## src/tpr_pkg.sv

```systemverilog
// Package: register map, reset values, field layout and carrier types
package tpr_pkg;
  // Register offsets (byte addresses are four times the index)
  localparam logic [7:0] TPR_IDX_PATTERN_CONFIG = 8'h2b;
  localparam logic [7:0] TPR_IDX_PATTERN_MASK   = 8'h2d;
  localparam logic [7:0] TPR_IDX_RECAL_CONFIG   = 8'h2f;
  localparam logic [7:0] TPR_IDX_THRESHOLD_BASE = 8'h30;
  localparam logic [7:0] TPR_IDX_STATUS         = 8'h50;
  // Reset values
  localparam logic [7:0] TPR_RST_PATTERN_CONFIG = 8'h00;
  localparam logic [7:0] TPR_RST_PATTERN_MASK   = 8'h3f;
  localparam logic [7:0] TPR_RST_RECAL_CONFIG   = 8'h8a;
  localparam logic [7:0] TPR_RST_THRESHOLD      = 8'h40;
  // Field positions
  localparam int TPR_POS_DETECT_ENABLE   = 7;
  localparam int TPR_POS_THRESH_SEL      = 2;
  localparam int TPR_POS_COMPARE_SEL     = 1;
  localparam int TPR_POS_ALERT_ENABLE    = 0;
  localparam int TPR_POS_BROADCAST       = 7;
  localparam int TPR_POS_KEEP_ACCUM      = 6;
  localparam int TPR_POS_KEEP_NEG        = 5;
  localparam int TPR_POS_NEG_COUNT       = 3;
  localparam int TPR_POS_CAL_CFG         = 0;
  localparam int TPR_POS_STATUS_INT      = 0;
  localparam int TPR_POS_STATUS_EVENT    = 1;
  localparam int TPR_POS_STATUS_BLOCK    = 2;
  localparam int TPR_INPUTS              = 6;

  // One polling cycle of sensor results
  typedef struct packed {
    logic        valid;
    logic [5:0]  noise;
    logic [6:0]  delta0;
    logic [6:0]  delta1;
    logic [6:0]  delta2;
    logic [6:0]  delta3;
    logic [6:0]  delta4;
    logic [6:0]  delta5;
  } tpr_poll_type;

  // Recalibration settings for the analog back end
  typedef struct packed {
    logic        clear_accum;
    logic        clear_neg;
    logic [5:0]  neg_trigger;
    logic        neg_never;
    logic [8:0]  samples;
    logic [12:0] update_cycles;
  } tpr_recal_type;
endpackage : tpr_pkg

```

## src/tpr_recal_decode.sv

```systemverilog
// Recalibration setting decode from the configuration register
`timescale 1ns/10ps
module tpr_recal_decode
(
  input  wire logic [7:0]            cfg_in,
  input  wire logic                  noise_in,
  output tpr_pkg::tpr_recal_type     recal_out
);
  wire [1:0] neg_code;
  wire [2:0] cal_code;
  wire       keep_accumulation_on_noise;
  wire       keep_negative_counter_on_noise;

  // Field extraction
  assign neg_code = cfg_in[tpr_pkg::TPR_POS_NEG_COUNT +: 2];
  assign cal_code = cfg_in[tpr_pkg::TPR_POS_CAL_CFG +: 3];
  assign keep_accumulation_on_noise =
    cfg_in[tpr_pkg::TPR_POS_KEEP_ACCUM];
  assign keep_negative_counter_on_noise =
    cfg_in[tpr_pkg::TPR_POS_KEEP_NEG];

  // Noise clears unless the keep bits say otherwise
  assign recal_out.clear_accum = noise_in & ~keep_accumulation_on_noise;
  assign recal_out.clear_neg = noise_in & ~keep_negative_counter_on_noise;
  // Negative delta trigger: 8, 16, 32 or never
  assign recal_out.neg_never = (neg_code == 2'h3);
  assign recal_out.neg_trigger = (neg_code == 2'h0) ? 6'h08 :
                                 (neg_code == 2'h1) ? 6'h10 :
                                 (neg_code == 2'h2) ? 6'h20 : 6'h00;
  // Samples saturate at 256 above code 4
  assign recal_out.samples = cal_code[2] ? 9'h100
                           : 9'(9'h010 << cal_code);
  assign recal_out.update_cycles =
    (cal_code <= 3'h4) ? 13'(13'h0010 << cal_code)
                       : 13'(13'h0020 << cal_code);
endmodule : tpr_recal_decode

```

## src/tpr_top.sv

```systemverilog
// Touch pattern detection with recalibration configuration registers
`timescale 1ns/10ps
// Behaviour
// Detection runs only when enable bit set
// Pattern threshold is fraction of touch threshold
// Pattern mode: all masked inputs over threshold
// Count mode: hits at least mask popcount
// Evaluate on one polling cycle's results
// Block touches while the condition holds
// Status cleared only by int clear, condition gone
// Status always set; alert only if enabled
// Mask has six bits, reset 3Fh
// Broadcast write of input-1 threshold
// Noise clears accumulation unless keep bit
// Noise clears negative counter unless keep bit
// Host keeps both keep bits equal
// Negative delta trigger count 8/16/32/never
// Sample count and update period decode
// Disabled detection neither blocks nor flags
module tpr_top
(
  input  wire logic                  mclk_in,
  input  wire logic                  rstn_in,
  input  wire logic [31:0]           wb_adr_in,
  input  wire logic [31:0]           wb_dat_in,
  input  wire logic [3:0]            wb_sel_in,
  input  wire logic                  wb_we_in,
  input  wire logic                  wb_cyc_in,
  input  wire logic                  wb_stb_in,
  output logic      [31:0]           wb_dat_out,
  output logic                       wb_ack_out,
  input  wire tpr_pkg::tpr_poll_type poll_in,
  input  wire logic                  standby_in,
  input  wire logic [6:0]            standby_threshold_in,
  input  wire logic                  noise_status_in,
  output logic                       touch_block_out,
  output logic                       alert_n_out,
  output tpr_pkg::tpr_recal_type     recal_out
);
  logic [7:0]              pattern_config;
  logic [5:0]              pattern_mask;
  logic [7:0]              recal_config;
  logic [6:0]              threshold [0:5];
  logic                    pattern_event_flag;
  logic                    int_flag;
  logic                    cond_active;
  tpr_pkg::tpr_recal_type  next_recal;

  // Fraction of a threshold: 1/8, 1/4, 3/8 or whole
  function automatic logic [6:0] frac(input logic [6:0] th,
                                      input logic [1:0] sel);
    logic [9:0] t3;
    t3 = {3'h0, th} + {2'h0, th, 1'b0};
    case (sel)
      2'h0:    frac = {3'h0, th[6:3]};
      2'h1:    frac = {2'h0, th[6:2]};
      2'h2:    frac = t3[9:3];
      default: frac = th;
    endcase
  endfunction : frac

  // Number of ones in a six bit vector
  function automatic logic [2:0] ones(input logic [5:0] v);
    ones = 3'(v[0]) + 3'(v[1]) + 3'(v[2]) + 3'(v[3]) + 3'(v[4]) + 3'(v[5]);
  endfunction : ones

  wire        pattern_detect_enable;
  wire [1:0]  pattern_threshold_select;
  wire        pattern_compare_select;
  wire        pattern_alert_enable;
  wire        threshold_broadcast_write;
  wire [6:0]  delta [0:5];
  wire [5:0]  hit;
  wire        pattern_match;
  wire        count_match;
  wire        cond_now;
  wire        wb_req;
  wire        wb_wr;
  wire [7:0]  wb_idx;
  wire        idx_high_zero;
  wire        sel_ok;

  // Configuration field extraction
  assign pattern_detect_enable =
    pattern_config[tpr_pkg::TPR_POS_DETECT_ENABLE];
  assign pattern_threshold_select =
    pattern_config[tpr_pkg::TPR_POS_THRESH_SEL +: 2];
  assign pattern_compare_select =
    pattern_config[tpr_pkg::TPR_POS_COMPARE_SEL];
  assign pattern_alert_enable =
    pattern_config[tpr_pkg::TPR_POS_ALERT_ENABLE];
  assign threshold_broadcast_write =
    recal_config[tpr_pkg::TPR_POS_BROADCAST];

  // Per input comparison against the pattern threshold
  assign delta[0] = poll_in.delta0;
  assign delta[1] = poll_in.delta1;
  assign delta[2] = poll_in.delta2;
  assign delta[3] = poll_in.delta3;
  assign delta[4] = poll_in.delta4;
  assign delta[5] = poll_in.delta5;
  genvar gi;
  generate
    for (gi = 0; gi < tpr_pkg::TPR_INPUTS; gi++)
    begin : g_hit
      wire [6:0] base;
      assign base = standby_in ? standby_threshold_in : threshold[gi];
      assign hit[gi] = (delta[gi] > frac(base, pattern_threshold_select))
                     | poll_in.noise[gi];
    end
  endgenerate

  // Pattern and count conditions on one polling result
  assign pattern_match = ((hit & pattern_mask) == pattern_mask);
  assign count_match = (ones(hit) >= ones(pattern_mask));
  assign cond_now = pattern_detect_enable
                  & (pattern_compare_select ? pattern_match
                                            : count_match);

  // Wishbone decode: word addresses, low lane carries data
  assign wb_req = wb_cyc_in & wb_stb_in & ~wb_ack_out;
  assign wb_wr = wb_req & wb_we_in & sel_ok;
  assign sel_ok = wb_sel_in[0];
  assign wb_idx = wb_adr_in[9:2];
  assign idx_high_zero = (wb_adr_in[31:10] == 22'h00_0000);

  // Condition latch, updated once per polling result
  always_ff @(posedge mclk_in)
  begin
    if (!rstn_in)
      cond_active <= 1'b0;
    else if (!pattern_detect_enable)
      cond_active <= 1'b0;
    else if (poll_in.valid)
      cond_active <= cond_now;
  end

  // Touch blocking follows the live condition
  always_ff @(posedge mclk_in)
  begin
    if (!rstn_in)
      touch_block_out <= 1'b0;
    else
      touch_block_out <= pattern_detect_enable
                       & (poll_in.valid ? cond_now : cond_active);
  end

  // Sticky event and interrupt flags; set wins over clear
  wire event_set;
  wire int_clear;
  assign event_set = poll_in.valid & cond_now;
  assign int_clear = wb_wr & idx_high_zero
                   & (wb_idx == tpr_pkg::TPR_IDX_STATUS)
                   & ~wb_dat_in[tpr_pkg::TPR_POS_STATUS_INT];
  always_ff @(posedge mclk_in)
  begin
    if (!rstn_in)
    begin
      pattern_event_flag <= 1'b0;
      int_flag           <= 1'b0;
    end
    else
    begin
      if (event_set)
        pattern_event_flag <= 1'b1;
      else if (int_clear && !cond_active)
        pattern_event_flag <= 1'b0;
      if (event_set && pattern_alert_enable)
        int_flag <= 1'b1;
      else if (int_clear)
        int_flag <= 1'b0;
    end
  end

  // Alert pin, active low
  always_ff @(posedge mclk_in)
  begin
    if (!rstn_in)
      alert_n_out <= 1'b1;
    else
      alert_n_out <= ~int_flag;
  end

  // Configuration register writes
  always_ff @(posedge mclk_in)
  begin
    if (!rstn_in)
    begin
      pattern_config <= tpr_pkg::TPR_RST_PATTERN_CONFIG;
      pattern_mask   <= tpr_pkg::TPR_RST_PATTERN_MASK[5:0];
      recal_config   <= tpr_pkg::TPR_RST_RECAL_CONFIG;
    end
    else if (wb_wr && idx_high_zero)
    begin
      if (wb_idx == tpr_pkg::TPR_IDX_PATTERN_CONFIG)
        pattern_config <= wb_dat_in[7:0] & 8'h8f;
      if (wb_idx == tpr_pkg::TPR_IDX_PATTERN_MASK)
        pattern_mask <= wb_dat_in[5:0];
      if (wb_idx == tpr_pkg::TPR_IDX_RECAL_CONFIG)
        recal_config <= wb_dat_in[7:0];
    end
  end

  // Threshold array with broadcast from input one
  generate
    for (gi = 0; gi < tpr_pkg::TPR_INPUTS; gi++)
    begin : g_th
      wire own_wr;
      wire bc_wr;
      assign own_wr = wb_wr & idx_high_zero
                    & (wb_idx == tpr_pkg::TPR_IDX_THRESHOLD_BASE + 8'(gi));
      assign bc_wr = wb_wr & idx_high_zero & threshold_broadcast_write
                   & (wb_idx == tpr_pkg::TPR_IDX_THRESHOLD_BASE);
      always_ff @(posedge mclk_in)
      begin
        if (!rstn_in)
          threshold[gi] <= tpr_pkg::TPR_RST_THRESHOLD[6:0];
        else if (own_wr || bc_wr)
          threshold[gi] <= wb_dat_in[6:0];
      end
    end
  endgenerate

  // Read data selection
  wire [7:0] rd_byte;
  wire [7:0] status_byte;
  wire       th_hit;
  wire [7:0] th_off;
  assign th_off = wb_idx - tpr_pkg::TPR_IDX_THRESHOLD_BASE;
  assign th_hit = (wb_idx >= tpr_pkg::TPR_IDX_THRESHOLD_BASE)
                & (th_off < 8'h06);
  assign status_byte = {5'h00, cond_active, pattern_event_flag, int_flag};
  assign rd_byte = !idx_high_zero ? 8'h00 :
    (wb_idx == tpr_pkg::TPR_IDX_PATTERN_CONFIG) ? pattern_config :
    (wb_idx == tpr_pkg::TPR_IDX_PATTERN_MASK)   ? {2'h0, pattern_mask} :
    (wb_idx == tpr_pkg::TPR_IDX_RECAL_CONFIG)   ? recal_config :
    (wb_idx == tpr_pkg::TPR_IDX_STATUS)         ? status_byte :
    th_hit ? {1'b0, threshold[th_off[2:0]]} : 8'h00;

  // Bus answer one cycle after the request
  always_ff @(posedge mclk_in)
  begin
    if (!rstn_in)
    begin
      wb_ack_out <= 1'b0;
      wb_dat_out <= 32'h0000_0000;
    end
    else
    begin
      wb_ack_out <= wb_req;
      wb_dat_out <= wb_req ? {24'h00_0000, rd_byte} : 32'h0000_0000;
    end
  end

  tpr_recal_decode u_recal
  (
    .cfg_in    (recal_config),
    .noise_in  (noise_status_in),
    .recal_out (next_recal)
  );

  // Registered recalibration settings
  always_ff @(posedge mclk_in)
  begin
    if (!rstn_in)
      recal_out <= '0;
    else
      recal_out <= next_recal;
  end

  // Checks
  property p_disabled_quiet;
    @(posedge mclk_in) disable iff (!rstn_in)
    !pattern_detect_enable |=> !touch_block_out;
  endproperty
  a_disabled_quiet: assert property (p_disabled_quiet)
    else $error("block while disabled");
  property p_event_sets;
    @(posedge mclk_in) disable iff (!rstn_in)
    event_set |=> pattern_event_flag;
  endproperty
  a_event_sets: assert property (p_event_sets)
    else $error("event flag not set");
  property p_alert_gate;
    @(posedge mclk_in) disable iff (!rstn_in)
    (event_set && pattern_alert_enable) |=> ##1 !alert_n_out;
  endproperty
  a_alert_gate: assert property (p_alert_gate)
    else $error("alert missing");
  property p_flag_hold;
    @(posedge mclk_in) disable iff (!rstn_in)
    $fell(pattern_event_flag) |-> $past(int_clear) && !$past(cond_active);
  endproperty
  a_flag_hold: assert property (p_flag_hold)
    else $error("event flag cleared illegally");
  property p_block_follow;
    @(posedge mclk_in) disable iff (!rstn_in)
    event_set |=> touch_block_out;
  endproperty
  a_block_follow: assert property (p_block_follow)
    else $error("touch not blocked");
  property p_ack_one;
    @(posedge mclk_in) disable iff (!rstn_in)
    wb_ack_out |=> !wb_ack_out;
  endproperty
  a_ack_one: assert property (p_ack_one)
    else $error("ack longer than one cycle");
  property p_noise_clear;
    @(posedge mclk_in) disable iff (!rstn_in)
    (rstn_in && noise_status_in && !recal_config[tpr_pkg::TPR_POS_KEEP_NEG])
      |=> recal_out.clear_neg;
  endproperty
  a_noise_clear: assert property (p_noise_clear)
    else $error("negative counter not cleared");
  property p_accum_clear;
    @(posedge mclk_in) disable iff (!rstn_in)
    (rstn_in && noise_status_in && !recal_config[tpr_pkg::TPR_POS_KEEP_ACCUM])
      |=> recal_out.clear_accum;
  endproperty
  a_accum_clear: assert property (p_accum_clear)
    else $error("accumulation not cleared");
  c_event: cover property (@(posedge mclk_in) event_set);
  c_clear: cover property (@(posedge mclk_in) $fell(pattern_event_flag));
  c_alert: cover property (@(posedge mclk_in) $fell(alert_n_out));
endmodule : tpr_top

```

## config.mk

```make
export PLATFORM = sky130hd
export DESIGN_NAME = tpr_top
export DESIGN_NICKNAME = d
export VERILOG_FILES = /design/src/tpr_pkg.sv /design/src/tpr_recal_decode.sv /design/src/tpr_top.sv
export SDC_FILE = /design/constraint.sdc
export NUM_CORES = 1
export LEC_CHECK = 0
export BUFFER_PORTS_ARGS = -buffer_cell sky130_fd_sc_hd__buf_2
export CORE_MARGIN = 10
export CORE_UTILIZATION = 30
export CTS_CLUSTER_SIZE = 8
export DETAILED_ROUTE_END_ITERATION = 7
export HOLD_SLACK_MARGIN = 0.1
export SYNTH_ARGS = -nofsm -noshare
export SYNTH_HDL_FRONTEND = slang
export SYNTH_HIERARCHICAL = 1
export SYNTH_SLANG_ARGS = --single-unit
```

## constraint.sdc

```tcl
create_clock -name mclk_in -period 8.4 [get_ports mclk_in]
set_input_delay 1.68 -clock mclk_in [delete_from_list [all_inputs] [get_ports mclk_in]]
set_output_delay 1.68 -clock mclk_in [all_outputs]
set_load 0.02 [all_outputs]
```

==> impl_summary.md <==
Critical path
The data arrival at the endpoint of the critical path is between 8000 and 9000 ps. The largest single stage delay on the critical path is around 670 ps. For this design, the slowest cell found on the critical path is or4b_2. The startpoint identified for the worst register-to-register timing path is threshold[1][4]. The worst setup path category is input port to flip-flop.

Counting buffers and inverters, the worst setup path is 27 cells deep. For the worst flop-to-flop path, the logic depth is 24. The endpoint kind of the worst setup timing path is a flip-flop. The number of buffer and inverter stages on the critical path is 6.

In this design, the largest share of critical-path delay is due to adder cells. In this run the worst path has a maximum fanout of 23. The required time at the endpoint of the critical path is 8660 ps. The start point of the critical path is standby_in. The startpoint type of the worst setup path is an input port.

Cells and area
The layout has 3033 filler cells. Of the cells placed in the final design, the portion with a size suffix greater than 1 is 0.1800. The area of the multi-input gates is 5488 um2. For this run, the number of standard cells in the final layout without fillers is 1536. The area taken by flip-flops and latches is ~2500 um2. The final layout contains between 1000 and 1500 nets. Compared with the post-synthesis result, the final layout area differs by 14.50%.

Drt
The first-pass iteration count of the detailed router is 5. The number of violations reported at the end of detailed-routing iteration 0 is 531. In the final routed layout, each cell accounts on average for 16.74 um. The via count normalized by instance count is 4.926. The detailed-route wire length is ~26000 um.

The remaining routing DRC violations is 0. The remaining antenna violation count after routing is 0. The count of vias placed by the detailed router is 7567.

Placed design
The quantity of I/O buffers inserted on ports is 143. The weighted congestion reported at the end of routability-driven placement is 0.8834. The number of instances in the placed design is 1518. OpenSTA, run right after detailed placement, puts the worst setup slack at roughly 150 ps. The wire-length estimate of the detail-placed layout is roughly 21000 um.

Floorplan
The die extent in x is 189.7 um. The floorplan step defined a die boundary enclosing 35990 um2. The starting utilization of the core area is 0.3026. The floorplan step defined a core boundary enclosing between 20000 and 30000 um2. The top-level I/O count is 197. The die is 189.7 um tall. The floorplan has 62 rows.

Yosys
The fraction of the yosys area taken by sequential cells is 0.2943. The total number of yosys warnings is 6. The number of flops mapped to enable cells by yosys is 42.

The share of flip-flops with an asynchronous set or reset is 0. The synthesis-stage register bit count is 106. The synthesized design spends more area on one cell type than any other, namely dfxtp_1.

The cell count after synthesis is a little over 1000. The primary flip-flop cell chosen by synthesis mapping is dfxtp_1. Summing every instance area after synthesis gives 8640 um2. The share of synthesized area in the top cell type comes to 0.1483. Yosys attributes the largest share of cell area to dfxtp_1, edfxtp_1, ha_1, and2_1, a21oi_1. The number of distinct library cells after synthesis is 68. The average footprint of a synthesized cell is approximately 8.4 um2.

Hold path
The path type of the worst min-delay path is flip-flop to flip-flop. Counting instances, the worst hold path has a depth of 1. The hold path startpoint is int_flag.

Timing
The final total negative setup slack is 0 ps. For the pin with the worst max-slew slack, the measured transition is between 1000 and 1500 ps. Setup violations remaining at the end of the flow were counted as 0. The total count of max-transition violations in the final report is 0. Across the routed clock network, the largest skew measured is 7.820 ps. The worst max-slew margin expressed relative to the limit is 0.2687.

The number of failing hold endpoints at the final stage was 0. Setup repair after global routing left no endpoint under its margin. Setup slack on the critical path of the routed design comes to 559.7 ps. Timing would allow up to 0.1275 GHz.

Counting I/O delays and the setup requirement, the final critical path takes 7840 ps. Of the available clock period, the critical path in the final layout requires 0.9334.

Power
The areal power density over the cells is approximately 130 nW/um2. The share of total power dissipated in sequential elements is 0.432. The share of total power dissipated in the clock network is 0.339.

For this design the total switching power over the nets is 0.0003952 W. The combinational share of power is 0.229. The leakage power figure is 4.243 nW.

The maximum VDD drop is 0.09926 mV. Of the total power, the share spent switching nets is 0.3114. The internal power of the cells totals 0.0008739 W.

Global route
The number of antenna violations at the first check in global routing came to 5. The total overflow left after global routing is 0. Entering global routing, the biggest net connects 77 pins.

The via count of the first global-routing pass is 7486. The total track usage is 0.1388. The global-route wire length before repair is 40400 um.

CTS
The clock transition at the register clock pins on the worst setup and hold paths after CTS is approximately 70 ps. The number of buffers inserted by post-CTS setup repair is 0. The clock net in this run drives a total of 106 sinks. The tree is rooted in a clkbuf_16. The count of hold-fix buffers inserted at cts is 0. The total clock buffers created by CTS is 9. The CTS H-tree depth is 3.

Counting along the longest clock path gives a buffer depth of 2. TritonCTS built the clock tree. Gates resized during post-CTS repair numbered 0. Clock latency on the worst-skew pair, taken at its later pin, is 350 ps.

Outcome
The flow ran to the end, and the final reports show no timing, DRC or antenna violations.

Run
The max-capacitance violation count is 0.
kinds of logic after synthesis:
family	Yosys count	synth area share
AND/OR/NAND/NOR	397	0.2484
other	2	0.0008693
adder cells (fa/ha/maj)	91	0.1370
buffers and inverters	151	0.08487
AO/OA/AOI/OAI	240	0.1755
XOR/XNOR	8	0.008110
flip-flops	106	0.2943
multiplexers	35	0.05098
final cells by class:
class | count | area share
Clock buffer | 9 | 0.02277
Inverter | 67 | 0.02542
Tap cell | 384 | 0.04857
Multi-Input combinational cell | 806 | 0.5548
Sequential cell | 106 | 0.2573
Clock inverter | 7 | 0.007969
Antenna cell | 2 | 0.0005059
Timing Repair Buffer | 155 | 0.08272
power by group through the flow:
stage | Combinational [W] | Clock, W | Sequential [W]
6_report | 0.000291 | 0.000430 | 0.000548
4_1_cts | 0.000291 | 0.000444 | 0.000548
3_5_place_dp | 0.000289 | 0 | 0.000560
3_3_place_gp | 0.000282 | 0 | 0.000560
2_1_floorplan | 0.000205 | 0 | 0.000564
5_1_grt | 0.000328 | 0.000467 | 0.000549
state kept, by name, indices dropped and copies added (netlist names):
name                cells
alert_n_out             1
cond_active             1
int_flag                1
pattern_config          5
pattern_event_flag      1
pattern_mask            6
recal_config            8
recal_out              31
threshold              42
touch_block_out         1
wb_ack_out              1
wb_dat_out              8
cells in the mapped netlist, drive strengths merged, types with 35 or more instances:
cell	number
inv	67
buf	49
nor2	83
ha	85
clkbuf	35
nand2	65
nor3	56
edfxtp	42
a21oi	79
dfxtp	64
and2	85
o21ai	61
cell usage in the layout, fill, tap and decap left out, drive strengths merged, types with 3 or more instances in the layout:
cell,Yosys,final
buf,49,155
and2,85,85
ha,85,85
nor2,83,83
a21oi,79,79
inv,67,73
nand2,65,65
dfxtp,64,64
o21ai,61,61
nor3,56,56
edfxtp,42,42
conb,2,35
mux2i,26,26
nand3,24,24
o211ai,17,17
a21o,13,13
nand2b,13,13
nand3b,11,11
or3,11,11
nor4,11,11
a311oi,10,10
a211oi,9,9
clkbuf,35,9
nor2b,8,8
or2,7,7
mux4,7,7
nand4,7,7
xnor2,6,6
a221oi,6,6
fa,6,6
a21boi,6,6
and3,5,5
o21a,5,5
o21bai,5,5
a222oi,5,5
o22ai,5,5
and3b,4,4
o2111a,4,4
nor3b,3,3
through the flow:
stage            util  hold WS (ps)  instance area (um2)  power [W]
4_1_cts        0.3463         426.9                 9887   0.001283
3_5_place_dp   0.3357         411.4                 9583  0.0008488
2_1_floorplan       -         370.6                 8763  0.0007687
5_1_grt        0.3464         457.4                 9889   0.001345
3_3_place_gp   0.3357         405.1                 9583  0.0008418
6_report       0.3465         420.5                 9892   0.001269
worst paths after layout:
| kind | endpoint | slack [ps] |
|---|---|---|
| max | int_flag | 560 |
| min | alert_n_out | 420 |
| max reg2reg | int_flag | 1890 |
| min reg2reg | alert_n_out | 420 |
layer usage:
metal	wire length, um	global-route usage	vias up
met1	11940	0.1839	3420
met5	41	0	-
li1	-	-	3868
met4	306	0.03053	6
met3	1921	0.03625	27
met2	11500	0.2217	246
Power figures use the tool's default switching activity.
